`src/verilog/nv_pkg.sv`:
```
// constants, offsets and state types of the data eeprom access control
package nv_pkg;

  ////////////////////////////////////////////////////////////////////////////
  // clock and timing
  localparam int unsigned CLK_MHZ = 100;
  localparam int unsigned PWRT_TIME_MS = 64;
  localparam int unsigned PWRT_CYCLES = PWRT_TIME_MS * 1000 * CLK_MHZ;
  localparam int unsigned WRITE_TIME_US = 4;
  localparam int unsigned WRITE_CYCLES = WRITE_TIME_US * CLK_MHZ;
  localparam int unsigned ERASE_CYCLES = WRITE_CYCLES / 2;
  localparam logic [15:0] ERASE_LAST = 16'(ERASE_CYCLES - 1);
  localparam logic [15:0] PROG_LAST = 16'(WRITE_CYCLES - ERASE_CYCLES - 1);

  ////////////////////////////////////////////////////////////////////////////
  // widths
  localparam int unsigned BUS_W = 32;
  localparam int unsigned BYTE_W = 8;
  localparam int unsigned OFS_W = 8;
  localparam int unsigned FULL_DEPTH = 256;
  localparam int unsigned SMALL_DEPTH = 128;

  ////////////////////////////////////////////////////////////////////////////
  // register byte offsets
  localparam logic [7:0] OFS_DATA = 8'h00;
  localparam logic [7:0] OFS_INDEX = 8'h04;
  localparam logic [7:0] OFS_CONTROL = 8'h08;
  localparam logic [7:0] OFS_KEY = 8'h0c;
  localparam logic [7:0] OFS_FLAG = 8'h10;
  localparam logic [7:0] OFS_STATUS = 8'h14;

  ////////////////////////////////////////////////////////////////////////////
  // field positions
  localparam int unsigned CTL_RD = 0;
  localparam int unsigned CTL_WR = 1;
  localparam int unsigned CTL_PERMIT = 2;
  localparam int unsigned CTL_ABORT = 3;
  localparam int unsigned FLAG_DONE = 7;
  localparam int unsigned STAT_PWRT = 0;
  localparam int unsigned STAT_BUSY = 1;

  ////////////////////////////////////////////////////////////////////////////
  // values
  localparam logic [7:0] KEY_FIRST = 8'h55;
  localparam logic [7:0] KEY_SECOND = 8'haa;
  localparam logic [7:0] ERASED_BYTE = 8'hff;
  localparam logic [7:0] RST_DATA = 8'h00;
  localparam logic [7:0] RST_INDEX = 8'h00;
  localparam logic RST_ABORT = 1'b0;
  localparam logic [7:0] MASK_FULL = 8'hff;
  localparam logic [7:0] MASK_SMALL = 8'h7f;

  typedef enum logic [1:0] {
    WR_IDLE = 2'b00,
    WR_ERASE = 2'b01,
    WR_PROG = 2'b10
  } wr_state_e;

  typedef enum logic [1:0] {
    UNL_IDLE = 2'b00,
    UNL_GOT_FIRST = 2'b01,
    UNL_ARMED = 2'b10
  } unl_state_e;

endpackage

```
`src/verilog/nv_array.sv`:
```
// byte array with one write port and two combinational read ports
`timescale 1ns/1ns
`default_nettype none
module nv_array #(
  parameter int unsigned DEPTH = 256
) (
  input wire logic core_clk,
  input wire logic wr_en,
  input wire logic [7:0] wr_addr,
  input wire logic [7:0] wr_byte,
  input wire logic [7:0] rd_addr,
  output logic [7:0] rd_byte,
  input wire logic [7:0] prog_addr,
  output logic [7:0] prog_byte
);

  // no reset: contents are nonvolatile
  logic [7:0] mem [DEPTH];

  always_ff @(posedge core_clk) begin
    if (wr_en) begin
      mem[wr_addr] <= wr_byte;
    end
  end

  assign rd_byte = mem[rd_addr];
  assign prog_byte = mem[prog_addr];

endmodule
`default_nettype wire

```
`src/verilog/unlock_tracker.sv`:
```
// tracks the two key writes that must precede a write trigger
`timescale 1ns/1ns
`default_nettype none
module unlock_tracker
  import nv_pkg::*;
(
  input wire logic core_clk,
  input wire logic rst,
  input wire logic soft_rst,
  input wire logic access,
  input wire logic key_write,
  input wire logic [7:0] key_byte,
  output logic armed
);

  unl_state_e state_ff;
  logic first_hit;
  logic second_hit;

  assign first_hit = key_write && (key_byte == KEY_FIRST);
  assign second_hit = key_write && (key_byte == KEY_SECOND);

  // each bus access is one instruction: any access between keys restarts
  always_ff @(posedge core_clk or posedge rst) begin
    if (rst) begin
      state_ff <= UNL_IDLE;
    end else if (soft_rst) begin
      state_ff <= UNL_IDLE;
    end else if (access) begin
      case (state_ff)
        UNL_IDLE: begin
          state_ff <= first_hit ? UNL_GOT_FIRST : UNL_IDLE;
        end
        UNL_GOT_FIRST: begin
          if (second_hit) begin
            state_ff <= UNL_ARMED;
          end else begin
            state_ff <= first_hit ? UNL_GOT_FIRST : UNL_IDLE;
          end
        end
        default: begin
          state_ff <= first_hit ? UNL_GOT_FIRST : UNL_IDLE;
        end
      endcase
    end
  end

  assign armed = (state_ff == UNL_ARMED);

  a_armed_order: assert property (@(posedge core_clk) disable iff (rst)
    $rose(armed) |-> $past(state_ff) == UNL_GOT_FIRST && $past(second_hit))
    else $error("unlock armed without the key pair");

  a_idle_restart: assert property (@(posedge core_clk) disable iff (rst)
    access && !first_hit && !(second_hit && state_ff == UNL_GOT_FIRST) && !soft_rst
      |=> state_ff == UNL_IDLE)
    else $error("tracker kept progress after a foreign access");

endmodule
`default_nettype wire

```
`src/verilog/nv_ctrl.sv`:
```
// data eeprom access control: register slave, unlock, write timing, array
//
// Behaviour
// - byte register and index register select cell
// - 256 cells, or 128 with index msb zero
// - each write erases cell, then programs
// - internal timer sets write length, trigger held
// - protected array reads zero to programmer port
// - control register upper four bits read zero
// - triggers set only; hardware clears on completion
// - write permit cleared at power-up, software only
// - abort flag set when reset cuts write
// - aborting reset clears byte and index registers
// - completion clears trigger, sets sticky done flag
// - unlock key location stores nothing, reads zero
// - read trigger loads byte within one cycle
// - byte register keeps read value until replaced
// - keys 55h then AAh then write trigger
// - exact access count across unlock, else refused
// - write trigger refused without write permit
// - clearing permit never disturbs a running write
// - power-up timer blocks writes after power-on
//
// Chosen here: the Avalon-MM slave port and the register offsets.
`timescale 1ns/1ns
`default_nettype none
module nv_ctrl #(
  parameter int unsigned PWRT_CYCLES = nv_pkg::PWRT_CYCLES,
  parameter bit SMALL_ARRAY = 1'b0
) (
  input wire logic core_clk,
  input wire logic rst,
  input wire logic [nv_pkg::OFS_W-1:0] avs_address,
  input wire logic avs_read,
  input wire logic avs_write,
  input wire logic [nv_pkg::BUS_W-1:0] avs_writedata,
  input wire logic [3:0] avs_byteenable,
  output logic [nv_pkg::BUS_W-1:0] avs_readdata,
  output logic avs_waitrequest,
  input wire logic external_reset_pin,
  input wire logic watchdog_timer_rst,
  input wire logic brownout_reset,
  input wire logic data_protect,
  input wire logic prog_read,
  input wire logic [nv_pkg::BYTE_W-1:0] prog_index,
  output logic [nv_pkg::BYTE_W-1:0] prog_rdata
);
  import nv_pkg::*;

  localparam int unsigned DEPTH = SMALL_ARRAY ? SMALL_DEPTH : FULL_DEPTH;
  localparam logic [7:0] INDEX_MASK = SMALL_ARRAY ? MASK_SMALL : MASK_FULL;
  localparam logic [22:0] PWRT_LAST = 23'(PWRT_CYCLES - 1);

  logic wait_ff;
  logic [31:0] readdata_ff;
  logic [7:0] nv_data_byte_ff;
  logic [7:0] nv_cell_index_ff;
  logic rd_ff;
  logic wr_ff;
  logic write_permit_ff;
  logic write_abort_flag_ff;
  logic write_done_flag_ff;
  logic pwrt_active_ff;
  logic [22:0] pwrt_cnt_ff;
  wr_state_e wr_state_ff;
  logic [15:0] timer_ff;
  logic [7:0] latch_index_ff;
  logic [7:0] latch_byte_ff;
  logic [7:0] prog_rdata_ff;

  logic accept;
  logic wr_acc;
  logic soft_rst;
  logic sel_data;
  logic sel_index;
  logic sel_ctl;
  logic sel_key;
  logic sel_flag;
  logic armed;
  logic wr_start;
  logic wr_done;
  logic arr_wr_en;
  logic [7:0] arr_wr_byte;
  logic [7:0] arr_rd_byte;
  logic [7:0] arr_prog_byte;
  logic [7:0] read_mux;
  logic [7:0] wbyte;

  ////////////////////////////////////////////////////////////////////////////
  // bus decode

  assign accept = (avs_read || avs_write) && !wait_ff;
  assign wr_acc = accept && avs_write && avs_byteenable[0];
  assign wbyte = avs_writedata[7:0];
  assign soft_rst = external_reset_pin || watchdog_timer_rst || brownout_reset;
  assign sel_data = (avs_address == OFS_DATA);
  assign sel_index = (avs_address == OFS_INDEX);
  assign sel_ctl = (avs_address == OFS_CONTROL);
  assign sel_key = (avs_address == OFS_KEY);
  assign sel_flag = (avs_address == OFS_FLAG);

  // one wait cycle: waitrequest drops the edge after the request appears
  always_ff @(posedge core_clk or posedge rst) begin
    if (rst) begin
      wait_ff <= 1'b1;
    end else if ((avs_read || avs_write) && wait_ff) begin
      wait_ff <= 1'b0;
    end else begin
      wait_ff <= 1'b1;
    end
  end

  always_comb begin
    case (avs_address)
      OFS_DATA: read_mux = nv_data_byte_ff;
      OFS_INDEX: read_mux = nv_cell_index_ff & INDEX_MASK;
      OFS_CONTROL: read_mux = {4'h0, write_abort_flag_ff, write_permit_ff, wr_ff, rd_ff};
      OFS_KEY: read_mux = 8'h00;
      OFS_FLAG: read_mux = {write_done_flag_ff, 7'h00};
      OFS_STATUS: read_mux = {6'h00, wr_state_ff != WR_IDLE, pwrt_active_ff};
      default: read_mux = 8'h00;
    endcase
  end

  // read data sampled when waitrequest drops, stands through the accept edge
  always_ff @(posedge core_clk or posedge rst) begin
    if (rst) begin
      readdata_ff <= 32'h0;
    end else if (avs_read && wait_ff) begin
      readdata_ff <= {24'h0, read_mux};
    end
  end

  assign avs_readdata = readdata_ff;
  assign avs_waitrequest = wait_ff;

  ////////////////////////////////////////////////////////////////////////////
  // unlock sequence

  unlock_tracker u_unlock (
    .core_clk(core_clk),
    .rst(rst),
    .soft_rst(soft_rst),
    .access(accept),
    .key_write(wr_acc && sel_key),
    .key_byte(wbyte),
    .armed(armed)
  );

  assign wr_start = wr_acc && sel_ctl && wbyte[CTL_WR] && write_permit_ff
    && armed && !pwrt_active_ff && !wr_ff;

  ////////////////////////////////////////////////////////////////////////////
  // power-up timer

  always_ff @(posedge core_clk or posedge rst) begin
    if (rst) begin
      pwrt_cnt_ff <= 23'h0;
      pwrt_active_ff <= 1'b1;
    end else if (pwrt_active_ff) begin
      pwrt_cnt_ff <= pwrt_cnt_ff + 23'h1;
      if (pwrt_cnt_ff == PWRT_LAST) begin
        pwrt_active_ff <= 1'b0;
      end
    end
  end

  ////////////////////////////////////////////////////////////////////////////
  // data and index registers

  always_ff @(posedge core_clk or posedge rst) begin
    if (rst) begin
      nv_data_byte_ff <= RST_DATA;
    end else if (soft_rst) begin
      nv_data_byte_ff <= RST_DATA;
    end else if (rd_ff) begin
      nv_data_byte_ff <= arr_rd_byte;
    end else if (wr_acc && sel_data) begin
      nv_data_byte_ff <= wbyte;
    end
  end

  always_ff @(posedge core_clk or posedge rst) begin
    if (rst) begin
      nv_cell_index_ff <= RST_INDEX;
    end else if (soft_rst) begin
      nv_cell_index_ff <= RST_INDEX;
    end else if (wr_acc && sel_index) begin
      nv_cell_index_ff <= wbyte & INDEX_MASK;
    end
  end

  ////////////////////////////////////////////////////////////////////////////
  // control bits

  // read trigger lives exactly one cycle
  always_ff @(posedge core_clk or posedge rst) begin
    if (rst) begin
      rd_ff <= 1'b0;
    end else if (soft_rst || rd_ff) begin
      rd_ff <= 1'b0;
    end else if (wr_acc && sel_ctl && wbyte[CTL_RD]) begin
      rd_ff <= 1'b1;
    end
  end

  always_ff @(posedge core_clk or posedge rst) begin
    if (rst) begin
      wr_ff <= 1'b0;
    end else if (soft_rst || wr_done) begin
      wr_ff <= 1'b0;
    end else if (wr_start) begin
      wr_ff <= 1'b1;
    end
  end

  // of the resets only power-on clears it; the write machine never looks at it
  always_ff @(posedge core_clk or posedge rst) begin
    if (rst) begin
      write_permit_ff <= 1'b0;
    end else if (wr_acc && sel_ctl) begin
      write_permit_ff <= wbyte[CTL_PERMIT];
    end
  end

  always_ff @(posedge core_clk or posedge rst) begin
    if (rst) begin
      write_abort_flag_ff <= RST_ABORT;
    end else if (soft_rst && wr_ff) begin
      write_abort_flag_ff <= 1'b1;
    end else if (wr_done) begin
      write_abort_flag_ff <= 1'b0;
    end else if (wr_acc && sel_ctl) begin
      write_abort_flag_ff <= wbyte[CTL_ABORT];
    end
  end

  // completion wins over a software clear in the same cycle
  always_ff @(posedge core_clk or posedge rst) begin
    if (rst) begin
      write_done_flag_ff <= 1'b0;
    end else if (soft_rst) begin
      write_done_flag_ff <= 1'b0;
    end else if (wr_done) begin
      write_done_flag_ff <= 1'b1;
    end else if (wr_acc && sel_flag) begin
      write_done_flag_ff <= wbyte[FLAG_DONE];
    end
  end

  ////////////////////////////////////////////////////////////////////////////
  // write cycle: erase half then program half, timed on chip

  assign wr_done = (wr_state_ff == WR_PROG) && (timer_ff == PROG_LAST) && !soft_rst;

  always_ff @(posedge core_clk or posedge rst) begin
    if (rst) begin
      wr_state_ff <= WR_IDLE;
      timer_ff <= 16'h0;
    end else if (soft_rst) begin
      wr_state_ff <= WR_IDLE;
      timer_ff <= 16'h0;
    end else begin
      case (wr_state_ff)
        WR_IDLE: begin
          timer_ff <= 16'h0;
          if (wr_start) begin
            wr_state_ff <= WR_ERASE;
          end
        end
        WR_ERASE: begin
          if (timer_ff == ERASE_LAST) begin
            wr_state_ff <= WR_PROG;
            timer_ff <= 16'h0;
          end else begin
            timer_ff <= timer_ff + 16'h1;
          end
        end
        WR_PROG: begin
          if (timer_ff == PROG_LAST) begin
            wr_state_ff <= WR_IDLE;
            timer_ff <= 16'h0;
          end else begin
            timer_ff <= timer_ff + 16'h1;
          end
        end
        default: begin
          wr_state_ff <= WR_IDLE;
          timer_ff <= 16'h0;
        end
      endcase
    end
  end

  // latched so a stray register write cannot retarget a running cycle
  always_ff @(posedge core_clk or posedge rst) begin
    if (rst) begin
      latch_index_ff <= RST_INDEX;
      latch_byte_ff <= RST_DATA;
    end else if (wr_start) begin
      latch_index_ff <= nv_cell_index_ff;
      latch_byte_ff <= nv_data_byte_ff;
    end
  end

  assign arr_wr_en = ((wr_state_ff == WR_ERASE) && (timer_ff == 16'h0)) || wr_done;
  assign arr_wr_byte = (wr_state_ff == WR_ERASE) ? ERASED_BYTE : latch_byte_ff;

  nv_array #(
    .DEPTH(DEPTH)
  ) u_array (
    .core_clk(core_clk),
    .wr_en(arr_wr_en),
    .wr_addr(latch_index_ff),
    .wr_byte(arr_wr_byte),
    .rd_addr(nv_cell_index_ff),
    .rd_byte(arr_rd_byte),
    .prog_addr(prog_index & INDEX_MASK),
    .prog_byte(arr_prog_byte)
  );

  ////////////////////////////////////////////////////////////////////////////
  // programmer read port

  always_ff @(posedge core_clk or posedge rst) begin
    if (rst) begin
      prog_rdata_ff <= 8'h00;
    end else if (prog_read) begin
      prog_rdata_ff <= data_protect ? 8'h00 : arr_prog_byte;
    end
  end

  assign prog_rdata = prog_rdata_ff;

  ////////////////////////////////////////////////////////////////////////////
  // checks

  logic [15:0] wr_len_ff;

  always_ff @(posedge core_clk or posedge rst) begin
    if (rst) begin
      wr_len_ff <= 16'h0;
    end else if (!wr_ff) begin
      wr_len_ff <= 16'h0;
    end else begin
      wr_len_ff <= wr_len_ff + 16'h1;
    end
  end

  a_read_one_cycle: assert property (@(posedge core_clk) disable iff (rst)
    rd_ff && !soft_rst |=> !rd_ff && nv_data_byte_ff == $past(arr_rd_byte))
    else $error("read trigger did not load the byte in one cycle");

  a_permit_gate: assert property (@(posedge core_clk) disable iff (rst)
    $rose(wr_ff) |-> $past(write_permit_ff) && $past(armed))
    else $error("write started without permit or unlock");

  a_write_length: assert property (@(posedge core_clk) disable iff (rst)
    wr_done |-> wr_len_ff == 16'(WRITE_CYCLES - 1))
    else $error("write cycle length wrong");

  a_trigger_held: assert property (@(posedge core_clk) disable iff (rst)
    wr_ff && !wr_done && !soft_rst |=> wr_ff)
    else $error("write trigger dropped early");

  a_done_flag: assert property (@(posedge core_clk) disable iff (rst)
    wr_done |=> write_done_flag_ff && !wr_ff && !write_abort_flag_ff)
    else $error("completion not reported");

  a_abort_flag: assert property (@(posedge core_clk) disable iff (rst)
    soft_rst && wr_ff |=> write_abort_flag_ff && !wr_ff
      && nv_data_byte_ff == RST_DATA && nv_cell_index_ff == RST_INDEX)
    else $error("aborted write not flagged or registers kept");

  a_pwrt_block: assert property (@(posedge core_clk) disable iff (rst)
    pwrt_active_ff |=> !$rose(wr_ff))
    else $error("write started under power-up timer");

  a_ctl_upper_zero: assert property (@(posedge core_clk) disable iff (rst)
    accept && avs_read && sel_ctl |-> readdata_ff[31:4] == 28'h0)
    else $error("control upper bits not zero");

  a_key_zero: assert property (@(posedge core_clk) disable iff (rst)
    accept && avs_read && sel_key |-> readdata_ff == 32'h0)
    else $error("key location read nonzero");

  a_permit_kept: assert property (@(posedge core_clk) disable iff (rst)
    !(wr_acc && sel_ctl) |=> write_permit_ff == $past(write_permit_ff))
    else $error("write permit changed without software");

  a_prog_protect: assert property (@(posedge core_clk) disable iff (rst)
    prog_read && data_protect |=> prog_rdata_ff == 8'h00)
    else $error("protected array leaked to programmer");

  a_wait_one: assert property (@(posedge core_clk) disable iff (rst)
    (avs_read || avs_write) && wait_ff |=> !wait_ff ##1 wait_ff)
    else $error("waitrequest timing wrong");

  c_write_done: cover property (@(posedge core_clk) disable iff (rst) wr_done);
  c_write_abort: cover property (@(posedge core_clk) disable iff (rst) soft_rst && wr_ff);
  c_read: cover property (@(posedge core_clk) disable iff (rst) rd_ff);
  c_refused: cover property (@(posedge core_clk) disable iff (rst)
    wr_acc && sel_ctl && wbyte[CTL_WR] && !armed);

endmodule
`default_nettype wire

```
`config.mk`:
```
export PLATFORM = sky130hd
export DESIGN_NAME = nv_ctrl
export DESIGN_NICKNAME = d
export VERILOG_FILES = /design/src/verilog/nv_pkg.sv /design/src/verilog/nv_array.sv /design/src/verilog/unlock_tracker.sv /design/src/verilog/nv_ctrl.sv
export SDC_FILE = /design/constraint.sdc
export NUM_CORES = 2
export LEC_CHECK = 0
export ABC_AREA = 1
export BUFFER_PORTS_ARGS = -buffer_cell sky130_fd_sc_hd__buf_2
export CAP_MARGIN = 20
export CORE_ASPECT_RATIO = 1.75
export CORE_UTILIZATION = 47
export CTS_CLUSTER_DIAMETER = 50
export DETAILED_ROUTE_END_ITERATION = 10
export MAX_ROUTING_LAYER = met4
export PLACE_DENSITY_LB_ADDON = 0.08
export SETUP_SLACK_MARGIN = 0.1
export SYNTH_ARGS = -nofsm -noshare
export SYNTH_HDL_FRONTEND = slang
export SYNTH_HIERARCHICAL = 1
export SYNTH_SLANG_ARGS = --single-unit
```
`constraint.sdc`:
```
create_clock -name core_clk -period 5 [get_ports core_clk]
set_input_delay 1 -clock core_clk [delete_from_list [all_inputs] [get_ports core_clk]]
set_output_delay 1 -clock core_clk [all_outputs]
set_load 0.1 [all_outputs]
```
==> out/metrics.csv <==
metric;value;unit
run status;completed;
cell taking the most area after synthesis;edfxtp_1;
global-route wire length before repair;605000;um
DP HPWL;253000;um
required time of the worst setup path;5.49;ns
GRT Util Overall;36.6;%
Max-Cap Viols;0;
Mean Syn Cell Area;8.91;um^2
Gate Count Post-Synth;12214;
Initial DRT Pass Iterations;8;
DR iter-0 viols;12444;
Sw Ratio;24.1;%
largest net degree at the start of global routing;174;
final setup violation count;0;
mux cell area share after synthesis;0;%
I/O Buffers;50;
Synth Area in Adders;0.0805;%
post-synth top area share;56.5;%
Worst VDD drop;0.000301;V
routed vias/inst;6.24;
Compound-Gate Fraction of Synth Area;0.416;%
worst-case clock skew;0.0526;ns
unrepaired setup endpoints after global routing;false;
TritonCTS buffer count;210;
clk slew on worst S/H paths;0.06;ns
Nets;11958;
IO Count;102;
Mapped Area;109000;um^2
H-tree depth;4;
post-route ant nets;0;
worst reg2reg path depth;11;
Hold Vio Cnt, Final;0;
DR DRC count;0;
share of cells above drive strength 1;6.32;%
setup TNS;0;ns
Leakage;44.7;nW
Hold Crit Depth;2;
Synth-to-Final Area Change;8.93;%
crit path DAT;4.76;ns
Synth Area in XOR/XNOR;0.145;%
WHS;0.303;ns
final period utilization;85.4;%
Clk pwr share;40.8;%
vias in the first global route;89947;
Post-CTS Resized;0;
Clock Latency Late Sink;0.89;ns
Tmin final;4.27;ns
CP Max Fanout;12;
Die ar.;233000;um^2
Seq/Total Area, Yosys;58.8;%
Post-synth EDFFs;2048;
R2R Setup Slk;0.73;ns
core area;230000;um^2
largest family of logic cells by synthesized area;simple AND/OR/NAND/NOR gates;
final wirelength;422000;um
Initial Utilization;47.3;%
GP Congestion;1.01;
Crit Path Class;reg2reg;
clk buf depth;4;
Synth Register Bits;2146;
CTS tree;done;
row count;233;
Slew @ Worst Pin;1.27;ns
Yosys cell types;44;
Yosys warnings;6;
slew margin rel.;15.1;%
Slew Limit Fails;0;
PD cells;319;nW/um^2
Synth area leaders;edfxtp_1 57%, nand3_1 19%, nand2_1 15%;
Sequential Power Share;52.2;%
via count;94296;
net load switching power;0.00909;W
Int Pwr;0.0287;W
initial antenna violation count;12;
Min-Delay Path Class;in2reg;
WL per Instance;27.9;um
area share of and/or/nand/nor cells after synthesis;35.4;%
Die X;366;um
Top FF cell, synth;edfxtp_1;
global route overflow;0;
Async SR Flop Fraction;4.57;%
CP Launch Type;flop;
crit end category;flop;
Die Height;638;um
CTS sink cnt;2146;
root buffer cell;clkbuf_16;
Combinational Power Share;7.0;%
Fmax;0.234;GHz
path summary, 6_finish.rpt:
check / from / endpoint
setup reg to reg: timer_ff[0] / u_array/mem[52][0]
hold / removal: avs_read / avs_waitrequest
min in group asynchronous: rst / u_unlock/state_ff[1]
hold reg to reg: pwrt_cnt_ff[4] / pwrt_cnt_ff[4]
max in group asynchronous: rst / pwrt_active_ff
setup / recovery: timer_ff[0] / u_array/mem[52][0]
repair_timing:
item,4_1_cts,5_1_grt
hold buffers,1,0
setup buffers,0,0
endpoints found under the hold margin,2,0
final cells by class:
class                           count  area [um^2]
Multi-Input combinational cell   8985        39400
Sequential cell                  2146        64000
Fill cell                       20677       112000
Clock buffer                      261         5530
Timing Repair Buffer              406         4290
Antenna cell                       13         32.5
Inverter                          141          604
Tap cell                         3055         3820
Clock inverter                    111          836
cell usage after synthesis, drive strengths merged (3+ instances only):
cell type	count
nor3	18
buf	770
o22ai	3
nor2	355
a21oi	4
dfrtp	96
nand4	9
nand3b	3
o21bai	3
nand2	4376
xnor2	6
or2	9
edfxtp	2048
inv	141
nand3	4083
clkbuf	195
o21ai	65
ha	7
xor2	12
through the flow:
step	cells	cell area, um^2	util, %	setup WS, ns	total power [W]
floorplan	12237	109000	-	1.50	0.0216
global placement	14730	112000	48.7	0.559	0.0226
detailed placement	14730	112000	48.7	0.588	0.0226
CTS	15103	118000	51.5	0.562	0.0378
global route	15117	119000	51.5	0.599	0.0386
finish	15118	119000	51.5	0.731	0.0377
power groups by stage:
stage	combinational [W]	sequential (W)	clock, W
2_1_floorplan	0.00147	0.0202	0
3_3_place_gp	0.00251	0.0201	0
3_5_place_dp	0.00255	0.0201	0
4_1_cts	0.00255	0.0197	0.0156
5_1_grt	0.00275	0.0197	0.0162
6_report	0.00263	0.0197	0.0154
logic make-up after synthesis:
kind of cell | Yosys count
XOR/XNOR | 18
other | 1
AO/OA/AOI/OAI | 78
AND/OR/NAND/NOR | 8858
adder cells (fa/ha/maj) | 7
buffers and inverters | 1106
flip-flops | 2146
cell usage in the layout (no fill, tap or decap), types with 10 or more instances in the layout:
cell / n
nand2_1: 4356
nand3_1: 4081
edfxtp_1: 2048
nor2_1: 343
buf_4: 250
clkbuf_16: 214
inv_1: 127
buf_12: 104
dfrtp_1: 90
clkinv_1: 48
clkbuf_1: 47
buf_2: 45
o21ai_0: 43
clkinv_2: 35
conb_1: 24
nand2_2: 19
nor3_1: 15
o21ai_1: 14
diode_2: 13
xor2_1: 12
bufinv_16: 11
clkinvlp_4: 10
critical path, stage by stage, from the launching register on:
cell and delay, ns:
dfrtp_1 0.39, ha_1 0.19, nand2_1 0.07, inv_1 0.08, nand2_1 0.05, nor2_1 0.15, nand2_1 0.12, nor2_1 0.25
nand2_1 0.16, nand2_1 0.59, nand2_2 0.82, nor2_1 0.97
routing by layer:
metal / routed length (um) / up-vias / GRT usage, %
met5: 0 / - / -
met4: 34500 / 0 / 25.8
met3: 39000 / 1395 / 6.30
met2: 198000 / 5770 / 56.9
met1: 150000 / 45660 / 42.8
li1: - / 41471 / -
sequential cells by signal, summed over array words and instances (netlist names):
signal and cells:
u_array/mem 2048, pwrt_cnt_ff 23, timer_ff 16, avs_readdata 8, latch_byte_ff 8, latch_index_ff 8, nv_cell_index_ff 8, nv_data_byte_ff 8
prog_rdata 8, u_unlock/state_ff 2, wr_state_ff 2, avs_waitrequest 1, pwrt_active_ff 1, rd_ff 1, wr_ff 1, write_abort_flag_ff 1
write_done_flag_ff 1, write_permit_ff 1
Note: power is estimated with default switching activity, not from simulation.
